File: config.mk
export PLATFORM = sky130hd
export DESIGN_NAME = nand_program_host
export DESIGN_NICKNAME = d
export VERILOG_FILES = /design/src/include/nand_host_pkg.sv /design/src/rtl/nand_cycle_strobe.sv /design/src/rtl/nand_program_host.sv
export SDC_FILE = /design/constraint.sdc
export NUM_CORES = 1
export LEC_CHECK = 0
export ABC_AREA = 1
export BUFFER_PORTS_ARGS = -buffer_cell sky130_fd_sc_hd__buf_2
export CAP_MARGIN = 10
export CORE_MARGIN = 2
export CORE_UTILIZATION = 63
export DETAILED_ROUTE_END_ITERATION = 7
export MAX_ROUTING_LAYER = met4
export PLACE_DENSITY = 0.95
export SLEW_MARGIN = 20
export SYNTH_ARGS = -nofsm -noshare
export SYNTH_HDL_FRONTEND = slang
export SYNTH_HIERARCHICAL = 1
export SYNTH_SLANG_ARGS = --single-unit
export TNS_END_PERCENT = 5
File: constraint.sdc
create_clock -name core_clk -period 4.4 [get_ports core_clk]
set_input_delay 0.44 -clock core_clk [delete_from_list [all_inputs] [get_ports core_clk]]
set_output_delay 0.44 -clock core_clk [all_outputs]
set_load 0.02 [all_outputs]
File: src/include/nand_host_pkg.sv
// Shared constants, types and register map of the NAND program host
`default_nettype none
package nand_host_pkg;
    // Clock and pin timing
    localparam int CLK_PS = 8000;
    localparam int T_SETUP_NS = 10;
    localparam int T_WE_LOW_NS = 12;
    localparam int T_WE_HIGH_NS = 10;
    localparam int T_REA_NS = 20;
    localparam int T_WB_NS = 100;
    localparam int SETUP_CYC = (T_SETUP_NS * 1000 + CLK_PS - 1) / CLK_PS;
    localparam int WE_LOW_CYC = (T_WE_LOW_NS * 1000 + CLK_PS - 1) / CLK_PS;
    localparam int WE_HIGH_CYC = (T_WE_HIGH_NS * 1000 + CLK_PS - 1) / CLK_PS;
    localparam int REA_CYC = (T_REA_NS * 1000 + CLK_PS - 1) / CLK_PS;
    localparam int WB_CYC = (T_WB_NS * 1000 + CLK_PS - 1) / CLK_PS;
    localparam int SYNC_STAGES = 2;

    // APB register offsets
    localparam logic [7:0] CTRL_OFS = 8'h00;
    localparam logic [7:0] COL_OFS = 8'h04;
    localparam logic [7:0] ROW0_OFS = 8'h08;
    localparam logic [7:0] ROW1_OFS = 8'h0c;
    localparam logic [7:0] DATA_OFS = 8'h10;
    localparam logic [7:0] STATUS_OFS = 8'h14;

    // Field positions
    localparam int CTRL_WP_BIT = 8;
    localparam int ST_BUSY_BIT = 8;
    localparam int ST_INDATA_BIT = 9;
    localparam int ST_DUMMY_BIT = 10;
    localparam int ST_CACHE_BIT = 11;
    localparam int ST_ERR_BIT = 12;
    localparam int PAGE_BITS = 6;
    localparam int DISTRICT_BIT = 6;

    // Device command bytes
    localparam logic [7:0] CMD_LOAD = 8'h80;
    localparam logic [7:0] CMD_PLANE2 = 8'h81;
    localparam logic [7:0] CMD_COLCHG = 8'h85;
    localparam logic [7:0] CMD_PROG = 8'h10;
    localparam logic [7:0] CMD_CACHE = 8'h15;
    localparam logic [7:0] CMD_DUMMY = 8'h11;
    localparam logic [7:0] CMD_STAT = 8'h70;
    localparam logic [7:0] CMD_STAT_DIST = 8'h71;
    localparam logic [7:0] CMD_RESET = 8'hff;

    // Reset values
    localparam logic [7:0] STATUS_RST = 8'h00;

    typedef enum logic [3:0] {
        OP_NONE = 4'h0,
        OP_LOAD = 4'h1,
        OP_PLANE2 = 4'h2,
        OP_COLCHG = 4'h3,
        OP_CONF_PROG = 4'h4,
        OP_CONF_CACHE = 4'h5,
        OP_CONF_DUMMY = 4'h6,
        OP_STAT = 4'h7,
        OP_STAT_DIST = 4'h8,
        OP_RESET = 4'h9
    } op_e;

    typedef enum logic [3:0] {
        ST_IDLE = 4'b0001,
        ST_BUS = 4'b0010,
        ST_READ = 4'b0100,
        ST_WAIT = 4'b1000
    } state_e;

    // Pins driven toward the flash device
    typedef struct packed {
        logic ce_n;
        logic cle;
        logic ale;
        logic we_n;
        logic re_n;
        logic wp_n;
        logic [7:0] io_out;
        logic io_oe_n;
    } nand_pins_s;
endpackage
`default_nettype wire

File: src/rtl/nand_cycle_strobe.sv
// One write or read strobe cycle on the flash bus
`timescale 1ns/1ps
`default_nettype none
module nand_cycle_strobe #(
    parameter int SETUP = 2,
    parameter int LOW = 2,
    parameter int HIGH = 2,
    parameter int READ_EXTRA = 2
) (
    input wire logic core_clk,
    input wire logic reset,
    input wire logic clk_en,
    input wire logic start,
    input wire logic read,
    input wire logic [7:0] io_sync,
    output logic we_n,
    output logic re_n,
    output logic busy,
    output logic done,
    output logic [7:0] rdata
);
    logic [1:0] phase;
    logic [7:0] count;
    logic is_read;

    // Read low time also covers the pin synchroniser delay
    wire [7:0] low_len = is_read ? 8'(LOW + READ_EXTRA) : 8'(LOW);
    wire last = (count == 8'h01);
    assign busy = (phase != 2'h0);
    assign done = (phase == 2'h3) && last;

    // Setup, strobe low, strobe high
    always_ff @(posedge core_clk) begin
        if (reset) begin
            phase <= 2'h0;
            count <= 8'h00;
            is_read <= 1'b0;
            we_n <= 1'b1;
            re_n <= 1'b1;
            rdata <= 8'h00;
        end else if (clk_en) begin
            case (phase)
                2'h0: if (start) begin
                    phase <= 2'h1;
                    count <= 8'(SETUP);
                    is_read <= read;
                end
                2'h1: if (last) begin
                    phase <= 2'h2;
                    count <= low_len;
                    we_n <= is_read;
                    re_n <= !is_read;
                end else begin
                    count <= count - 8'h01;
                end
                2'h2: if (last) begin
                    phase <= 2'h3;
                    count <= 8'(HIGH);
                    we_n <= 1'b1;
                    re_n <= 1'b1;
                    if (is_read) begin
                        rdata <= io_sync;
                    end
                end else begin
                    count <= count - 8'h01;
                end
                default: if (last) begin
                    phase <= 2'h0;
                end else begin
                    count <= count - 8'h01;
                end
            endcase
        end
    end
endmodule // nand_cycle_strobe
`default_nettype wire

File: src/rtl/nand_program_host.sv
// Host sequencer for paged, cached and dual-district flash programming
//
// Chosen here: the APB slave port and the address map.
`timescale 1ns/1ps
`default_nettype none
// Function
// - Dual-district pages: one block per district, identical page bits.
// - Keep write-protect high throughout the dual-district operation; the opening load order's own write can still lower it.
// - Between dummy confirm and second-plane setup only status or reset.
// - Cached sequence ends with normal confirm; ready after final page.
// - Block address change restarts cached sequence from its beginning; here a load on another block during a cached run is refused.
// - Full dual cached run ends with second-plane setup then normal confirm.
// - Order: load, address, dummy, plane two, address, confirm, same page.
// - Dual cached run ends with normal confirm; only status or reset besides.
module nand_program_host (
    input wire logic core_clk,
    input wire logic reset,
    input wire logic clk_en,
    input wire logic psel,
    input wire logic penable,
    input wire logic pwrite,
    input wire logic [7:0] paddr,
    input wire logic [31:0] pwdata,
    output logic [31:0] prdata,
    output logic pready,
    output logic pslverr,
    input wire logic ready_busy_pin,
    input wire logic [7:0] io_in,
    output nand_host_pkg::nand_pins_s pins
);
    nand_host_pkg::state_e state;
    logic [11:0] col;
    logic [16:0] row0;
    logic [16:0] row1;
    logic wp_en;
    logic [7:0] status;
    logic in_data;
    logic after_dummy;
    logic cache_active;
    logic [10:0] cache_block;
    logic err;
    logic [7:0] seq_byte [0:5];
    logic [2:0] seq_len;
    logic [2:0] idx;
    logic has_cmd;
    logic do_read;
    logic do_wait;
    logic [7:0] wait_cnt;
    logic rb_meta;
    logic rb_sync;
    logic [7:0] io_meta;
    logic [7:0] io_sync;
    logic cle;
    logic ale;
    logic ce_n;
    logic [7:0] io_out;
    logic stb_busy;
    logic stb_done;
    logic stb_we_n;
    logic stb_re_n;
    logic [7:0] stb_rdata;

    // APB decode
    wire access = psel && penable;
    wire hit_ctrl = (paddr == nand_host_pkg::CTRL_OFS);
    wire hit_data = (paddr == nand_host_pkg::DATA_OFS);
    wire hit_stat = (paddr == nand_host_pkg::STATUS_OFS);
    wire hit_col = (paddr == nand_host_pkg::COL_OFS);
    wire hit_row0 = (paddr == nand_host_pkg::ROW0_OFS);
    wire hit_row1 = (paddr == nand_host_pkg::ROW1_OFS);
    wire mapped = hit_ctrl || hit_data || hit_stat || hit_col || hit_row0 || hit_row1;
    // Orders wait for the engine; this stalls software instead of dropping work
    wire hold = pwrite && (hit_ctrl || hit_data) && (state != nand_host_pkg::ST_IDLE);
    assign pready = !hold;
    assign pslverr = access && !mapped;
    wire wr = access && pready && pwrite && mapped;
    wire ord = wr && hit_ctrl;
    wire [3:0] op_raw = pwdata[3:0];
    wire op_is_cmd = (op_raw != 4'h0);
    wire data_go = wr && hit_data;

    // Address fields: page bits, block, district by block parity
    wire [5:0] page0 = row0[nand_host_pkg::PAGE_BITS-1:0];
    wire [5:0] page1 = row1[nand_host_pkg::PAGE_BITS-1:0];
    wire [10:0] block0 = row0[16:6];
    wire dist0 = row0[nand_host_pkg::DISTRICT_BIT];
    wire dist1 = row1[nand_host_pkg::DISTRICT_BIT];

    wire block_ok = !cache_active || (block0 == cache_block);
    wire ok_load = !in_data && !after_dummy && wp_en && block_ok;
    // one block per district, same page bits
    wire ok_plane2 = after_dummy && wp_en && (dist0 != dist1) && (page0 == page1);
    wire ok_conf = in_data;
    // only status or reset between dummy and plane two
    wire ok_dummy_gap = !after_dummy;

    // Legality of each order
    logic legal;
    always_comb begin
        case (op_raw)
            4'h1: legal = ok_load;
            4'h2: legal = ok_plane2;
            4'h3: legal = ok_conf;
            4'h4: legal = ok_conf && ok_dummy_gap;
            4'h5: legal = ok_conf && ok_dummy_gap;
            4'h6: legal = ok_conf && ok_dummy_gap;
            4'h7: legal = 1'b1;
            4'h8: legal = 1'b1;
            4'h9: legal = 1'b1;
            default: legal = 1'b0;
        endcase
    end
    wire accept = ord && op_is_cmd && legal;
    wire refuse = ord && op_is_cmd && !legal;
    wire op_load = accept && (op_raw == nand_host_pkg::OP_LOAD);
    wire op_plane2 = accept && (op_raw == nand_host_pkg::OP_PLANE2);
    wire op_colchg = accept && (op_raw == nand_host_pkg::OP_COLCHG);
    wire op_prog = accept && (op_raw == nand_host_pkg::OP_CONF_PROG);
    wire op_cache = accept && (op_raw == nand_host_pkg::OP_CONF_CACHE);
    wire op_dummy = accept && (op_raw == nand_host_pkg::OP_CONF_DUMMY);
    wire op_stat = accept && (op_raw == nand_host_pkg::OP_STAT);
    wire op_sdist = accept && (op_raw == nand_host_pkg::OP_STAT_DIST);
    wire op_reset = accept && (op_raw == nand_host_pkg::OP_RESET);
    wire data_ok = data_go && in_data && !after_dummy;

    // Command byte of the accepted order
    logic [7:0] cmd_byte;
    always_comb begin
        case (op_raw)
            4'h1: cmd_byte = nand_host_pkg::CMD_LOAD;
            4'h2: cmd_byte = nand_host_pkg::CMD_PLANE2;
            4'h3: cmd_byte = nand_host_pkg::CMD_COLCHG;
            4'h4: cmd_byte = nand_host_pkg::CMD_PROG;
            4'h5: cmd_byte = nand_host_pkg::CMD_CACHE;
            4'h6: cmd_byte = nand_host_pkg::CMD_DUMMY;
            4'h7: cmd_byte = nand_host_pkg::CMD_STAT;
            4'h8: cmd_byte = nand_host_pkg::CMD_STAT_DIST;
            default: cmd_byte = nand_host_pkg::CMD_RESET;
        endcase
    end
    wire [16:0] row_sel = op_plane2 ? row1 : row0;
    wire with_row = op_load || op_plane2;
    wire with_col = with_row || op_colchg;
    wire [2:0] next_len = with_row ? 3'h6 : (with_col ? 3'h3 : 3'h1);
    wire last_byte = (idx == seq_len - 3'h1);

    // Pin synchronisers, second stage only is read
    always_ff @(posedge core_clk) begin
        if (reset) begin
            rb_meta <= 1'b1;
            rb_sync <= 1'b1;
            io_meta <= 8'h00;
            io_sync <= 8'h00;
        end else if (clk_en) begin
            rb_meta <= ready_busy_pin;
            rb_sync <= rb_meta;
            io_meta <= io_in;
            io_sync <= io_meta;
        end
    end

    nand_cycle_strobe #(
        .SETUP(nand_host_pkg::SETUP_CYC),
        .LOW(nand_host_pkg::REA_CYC > nand_host_pkg::WE_LOW_CYC ?
            nand_host_pkg::REA_CYC : nand_host_pkg::WE_LOW_CYC),
        .HIGH(nand_host_pkg::WE_HIGH_CYC),
        .READ_EXTRA(nand_host_pkg::SYNC_STAGES)
    ) strobe (
        .core_clk(core_clk),
        .reset(reset),
        .clk_en(clk_en),
        .start((state == nand_host_pkg::ST_BUS || state == nand_host_pkg::ST_READ) && !stb_busy),
        .read(state == nand_host_pkg::ST_READ),
        .io_sync(io_sync),
        .we_n(stb_we_n),
        .re_n(stb_re_n),
        .busy(stb_busy),
        .done(stb_done),
        .rdata(stb_rdata)
    );

    // Software registers and sequence tracking
    always_ff @(posedge core_clk) begin
        if (reset) begin
            col <= 12'h000;
            row0 <= 17'h00000;
            row1 <= 17'h00000;
            wp_en <= 1'b0;
            in_data <= 1'b0;
            after_dummy <= 1'b0;
            cache_active <= 1'b0;
            cache_block <= 11'h000;
            err <= 1'b0;
        end else if (clk_en) begin
            if (wr && hit_col) col <= pwdata[11:0];
            if (wr && hit_row0) row0 <= pwdata[16:0];
            if (wr && hit_row1) row1 <= pwdata[16:0];
            // protect level frozen while a program run is open
            if (ord && !in_data && !cache_active && !after_dummy) begin
                wp_en <= pwdata[nand_host_pkg::CTRL_WP_BIT];
            end
            // Refusal wins over a clear in the same write cycle
            if (refuse || (data_go && !data_ok)) begin
                err <= 1'b1;
            end else if (wr && hit_stat && pwdata[nand_host_pkg::ST_ERR_BIT]) begin
                err <= 1'b0;
            end
            if (op_load || op_plane2) in_data <= 1'b1;
            else if (op_prog || op_cache || op_dummy || op_reset) in_data <= 1'b0;
            // dummy confirm opens the second-plane slot
            if (op_dummy) after_dummy <= 1'b1;
            else if (op_plane2 || op_reset) after_dummy <= 1'b0;
            // normal confirm closes a cached run
            if (op_cache) cache_active <= 1'b1;
            else if (op_prog || op_reset) cache_active <= 1'b0;
            if (op_load && !cache_active) cache_block <= block0;
        end
    end

    // Byte sequencer and busy wait
    always_ff @(posedge core_clk) begin
        if (reset) begin
            state <= nand_host_pkg::ST_IDLE;
            for (int i = 0; i < 6; i++) seq_byte[i] <= 8'h00;
            seq_len <= 3'h0;
            idx <= 3'h0;
            has_cmd <= 1'b0;
            do_read <= 1'b0;
            do_wait <= 1'b0;
            wait_cnt <= 8'h00;
            status <= nand_host_pkg::STATUS_RST;
        end else if (clk_en) begin
            case (state)
                nand_host_pkg::ST_IDLE: if (accept || data_ok) begin
                    state <= nand_host_pkg::ST_BUS;
                    idx <= 3'h0;
                    has_cmd <= accept;
                    seq_len <= accept ? next_len : 3'h1;
                    seq_byte[0] <= accept ? cmd_byte : pwdata[7:0];
                    seq_byte[1] <= col[7:0];
                    seq_byte[2] <= {4'h0, col[11:8]};
                    seq_byte[3] <= row_sel[7:0];
                    seq_byte[4] <= row_sel[15:8];
                    seq_byte[5] <= {7'h00, row_sel[16]};
                    do_read <= op_stat || op_sdist;
                    do_wait <= op_prog || op_cache || op_dummy || op_reset;
                end
                nand_host_pkg::ST_BUS: if (stb_done) begin
                    idx <= idx + 3'h1;
                    wait_cnt <= 8'(nand_host_pkg::WB_CYC);
                    if (last_byte) begin
                        // status byte read without waiting for ready
                        if (do_read) state <= nand_host_pkg::ST_READ;
                        else if (do_wait) state <= nand_host_pkg::ST_WAIT;
                        else state <= nand_host_pkg::ST_IDLE;
                    end
                end
                nand_host_pkg::ST_READ: if (stb_done) begin
                    status <= stb_rdata;
                    state <= nand_host_pkg::ST_IDLE;
                end
                nand_host_pkg::ST_WAIT: begin
                    // idle only once the device reports ready again
                    if (wait_cnt != 8'h00) wait_cnt <= wait_cnt - 8'h01;
                    else if (rb_sync) state <= nand_host_pkg::ST_IDLE;
                end
                default: state <= nand_host_pkg::ST_IDLE;
            endcase
        end
    end

    // Pin levels registered ahead of the strobe edge
    always_ff @(posedge core_clk) begin
        if (reset) begin
            cle <= 1'b0;
            ale <= 1'b0;
            ce_n <= 1'b1;
            io_out <= 8'h00;
        end else if (clk_en) begin
            cle <= (state == nand_host_pkg::ST_BUS) && has_cmd && (idx == 3'h0);
            ale <= (state == nand_host_pkg::ST_BUS) && has_cmd && (idx != 3'h0);
            ce_n <= 1'b0;
            io_out <= seq_byte[idx];
        end
    end

    assign pins.ce_n = ce_n;
    assign pins.cle = cle;
    assign pins.ale = ale;
    assign pins.we_n = stb_we_n;
    assign pins.re_n = stb_re_n;
    assign pins.wp_n = wp_en;
    assign pins.io_out = io_out;
    assign pins.io_oe_n = (state == nand_host_pkg::ST_READ);

    // Register read mux
    wire [31:0] status_word = {19'h0, err, cache_active, after_dummy, in_data,
        (state != nand_host_pkg::ST_IDLE), status};
    assign prdata = hit_ctrl ? {23'h0, wp_en, 8'h00} :
        hit_col ? {20'h0, col} :
        hit_row0 ? {15'h0, row0} :
        hit_row1 ? {15'h0, row1} :
        hit_stat ? status_word : 32'h0;

    // Assertions
    a_wp_held_open: assert property (@(posedge core_clk) disable iff (reset)
        (in_data || cache_active || after_dummy) |-> pins.wp_n)
        else $error("write protect dropped during program run");
    a_dummy_gap_only: assert property (@(posedge core_clk) disable iff (reset)
        (accept && after_dummy) |-> (op_raw >= 4'h7 || op_raw == 4'h2))
        else $error("forbidden order between dummy and plane two");
    a_page_match: assert property (@(posedge core_clk) disable iff (reset)
        op_plane2 |-> (page0 == page1) && (dist0 != dist1))
        else $error("second plane page or district mismatch");
    a_block_restart: assert property (@(posedge core_clk) disable iff (reset)
        (op_load && cache_active) |-> (block0 == cache_block))
        else $error("cached run continued on new block");
    a_plane2_order: assert property (@(posedge core_clk) disable iff (reset)
        (op_dummy && clk_en) |=> after_dummy && !in_data)
        else $error("dummy confirm did not open second plane slot");
    a_final_confirm: assert property (@(posedge core_clk) disable iff (reset)
        (op_prog && clk_en) |=> !cache_active ##0 (state == nand_host_pkg::ST_BUS))
        else $error("normal confirm did not close cached run");
    a_run_end_order: assert property (@(posedge core_clk) disable iff (reset)
        (op_prog && cache_active) |-> !after_dummy && in_data)
        else $error("final confirm outside an open load");
endmodule // nand_program_host
`default_nettype wire

==> impl_metrics.yaml <==
setup_path:
  r2r_end: "row1[7]$_SDFFE_PP0P_"
  r2r_cells: 7
  endpoint_kind: "register"
  path_max_fanout: 28
  crit-reg2reg-launch: "state[2]$_SDFFE_PP0P_"
  arrival_ns: 3.16
  critical-path-top-delay-family: "compound AO/OA/AOI/OAI gates"
  ff2ff_setup_slack_ns: 1.55
  cp_num_cells: 7
  worstPathBufferInverterCount: 1
  cpPeakStageDelay_ns: 0.74
  crit_chain: "nor2_1 -> a31oi_1 -> a21oi_2 -> nand4_1 -> clkinv_1 -> o21ai_0 -> a21oi_1"
  critPathRequiredTime_ns: 4.71
  critPathKind: "register to register"
  startpoint_type: "register"
  critical_path.slowest_cell: "clkinv_1"
final_layout:
  drive_gt1_frac: 0.128
  final_util: 0.705
  nets: 1304
  fin_area_sq_um: 9750
  finalNonFillerCells: 1428
  area_growth_pct: 9.94
worst_hold_path:
  hold_depth: 3
  hold_path_end: "io_meta[3]$_SDFFE_PP0P_"
  worstHoldStart: "io_in[3]"
  hold_class: "input port to register"
global_routing:
  grtUsageTotal: 0.321
  grt_pass1_wl_mm: 36.4
  grt_use_met2: 0.484
  grt_overflow_total: 0
  grt-busiest-layer: "met2"
  use_met3: 0.0720
  use_met1: 0.398
  grt_pass1_vias: 7675
  antenna_found_initial: 1
  grt_max_degree: 51
clock_network:
  cts-root-buf: "clkbuf_16"
  ctsHoldBuffers: 0
  cts.sinks: 178
  post_cts_resize_count: 0
  cts_tree: "yes"
  max-clock-path-buffers: 2
  cts_setup_buffers: 0
  path_clk_slew_ns: 0.07
  insertion_delay_ns: 0.44
  numCtsBuffers: 17
  cts_max_level: 4
synthesis:
  yosysUniqueCellTypes: 49
  ys_seq_elements: 178
  yosys_most_used_dff: "dfxtp_1"
  synth_warnings: 6
  synth_async_sr_flop_share: 0
  syn_inst: 1189
  syn_avg_cell_area_sq_um: 7.46
  synth-edff-count: 37
  seq_area_frac_synth: 0.444
  synthesis.area_sq_um: 8870
floorplanning:
  dieHeight_microns: 123
  ioPinCount: 104
  die_w_microns: 123
  design.core.area_sq_um: 13800
  start_util: 0.641
  rows: 43
  die_area_sq_um: 15000
timing:
  setup_viol: 0
  fin_crit_ns: 2.85
  final_max_slew_viol_count: 0
  fmax_ghz: 0.351
  rsz0062_at_grt: "false"
  finalCritPeriodShare: 0.648
  skew_ns: 0.00880
  final_hold_viol_count: 0
  tightest_slew_ns: 0.920
  fin_tns_setup_ns: 0
  maxSlewHeadroom: 0.386
routing:
  first_pass_iters: 5
  first_iter_violations: 1244
  drt_wl_total_mm: 23.3
  vias_per_cell: 6.04
  drtAntennaViolNets: 0
  drt-wirelength-per-cell_microns: 16.3
  vias: 8621
  drc: 0
outcome:
  outcome: "complete, no violations"
run:
  drv_cap: 0
power:
  pwr_density_cell_nw_per_um2: 358
  finalPower_uw: 3490
  leakage_uw: 0.00400
  vdd_ir_drop_max_v: 0.000260
placed_design:
  io_buffers: 73
  place_area_sq_um: 9200
  place_congestion: 0.981
  place_inst: 1394
  dpl.hpwl_mm: 15.2
[metrics by stage]
| stage | setup WS [ns] | hold WS, ns |
|---|---|---|
| finish | 1.55 | 0.217 |
| global route | 1.34 | 0.227 |
| CTS | 1.67 | 0.219 |
| detailed placement | 1.41 | 0.448 |
| global placement | 1.46 | 0.426 |
| floorplan | 1.50 | 0.420 |
[cell usage after synthesis (3+ instances only)]
master    number  area share
buf_4         24       0.020
clkbuf_1      28       0.012
buf_2         13      0.0073
a221oi_1       5      0.0049
o21ai_0      120       0.068
ha_1          16       0.023
nor3b_1        3      0.0025
nor2_2         8      0.0056
o22ai_1        5      0.0035
xnor2_1       12       0.012
buf_1          3      0.0013
nor2_1       188       0.080
nand2_2        6      0.0042
a211oi_1      13       0.011
a21oi_2       12       0.012
nor3_1         8      0.0045
dfxtp_1      141        0.32
a22o_1         3      0.0030
inv_1        115       0.049
a21oi_1       98       0.055
a31oi_1       14      0.0099
nor2_8         3      0.0068
nand4_1        7      0.0049
edfxtp_1      37        0.13
nand3_1       46       0.026
inv_2          9      0.0038
o21bai_1       3      0.0025
o21ai_1       13      0.0073
nand2_1      207       0.088
a32oi_1        6      0.0059
[worst reg2reg max path: cells and delay by family (launching register included)]
family          cells  cell delay, ns
buf+inv             1            0.74
simple gates        2            0.44
compound gates      4            1.11
flops               1            0.42
[power by group]
group / internal [uW] / total (uW) / switching, uW
clock network: 793 / 1440 / 647
logic: 90.6 / 313 / 223
registers: 1710 / 1730 / 27.4
[sequential cells by signal, indices dropped and copies added (netlist names), 2 cells and up]
name / count
cache_block: 11
col: 12
idx: 3
io_meta: 8
io_out: 8
io_sync: 8
row0: 17
row1: 17
seq_byte: 37
seq_len: 3
state: 4
status: 8
strobe/count: 8
strobe/phase: 2
strobe/rdata: 8
wait_cnt: 8
[cell families after synthesis]
group                      count (synthesis)  share of synthesized area
AOI/OAI and AO/OA                        299                      0.190
other                                      1                   0.000423
buffers and inverters                    195                     0.0958
and+or+nand+nor                          486                      0.234
xor gates and xnor gates                  14                     0.0138
DFF                                      178                      0.444
adders and majority gates                 16                     0.0226
[layout by cell type, fill, tap and decap left out, drive strengths merged, types with 7 or more instances in the layout]
master	netlist	layout
nand2	214	214
nor2	200	200
dfxtp	141	141
o21ai	134	134
inv	124	127
a21oi	110	110
buf	41	81
nand3	49	49
edfxtp	37	37
clkbuf	29	20
ha	16	16
conb	1	15
a31oi	14	14
a211oi	13	13
xnor2	12	12
nor3	9	9
nand4	7	7
[how the worst max path moves through the flow]
stage,from,to,slack [ns]
after floorplan,pwdata[0],seq_byte[0][0]$_SDFFCE_PN0P_,1.50
after global placement,pwdata[1],seq_byte[5][0]$_DFFE_PP_,1.46
after detailed placement,pwdata[1],seq_byte[1][4]$_SDFFCE_PN0P_,1.41
after CTS,strobe/count[1]$_SDFFE_PP0P_,wait_cnt[6]$_SDFFE_PP0P_,1.67
after global routing,strobe/count[1]$_SDFFE_PP0P_,wait_cnt[6]$_SDFFE_PP0P_,1.34
final,state[2]$_SDFFE_PP0P_,row1[7]$_SDFFE_PP0P_,1.55
[final cells by class]
class                      count  area, sq um
antenna                        2         5.00
clock inverter                12          105
sequential                   178         3930
inverter                     125          469
timing repair buffer          81          425
clock buffer                  20          447
multi-input combinational    830         4140
fill                        1000         4080
tap                          180          225
[layer usage]
metal	vias up	part of all wire
li1	3987	-
met1	3866	0.38
met2	613	0.45
met3	155	0.11
met4	0	0.058
met5	-	0
Power figures use the tool's default switching activity.
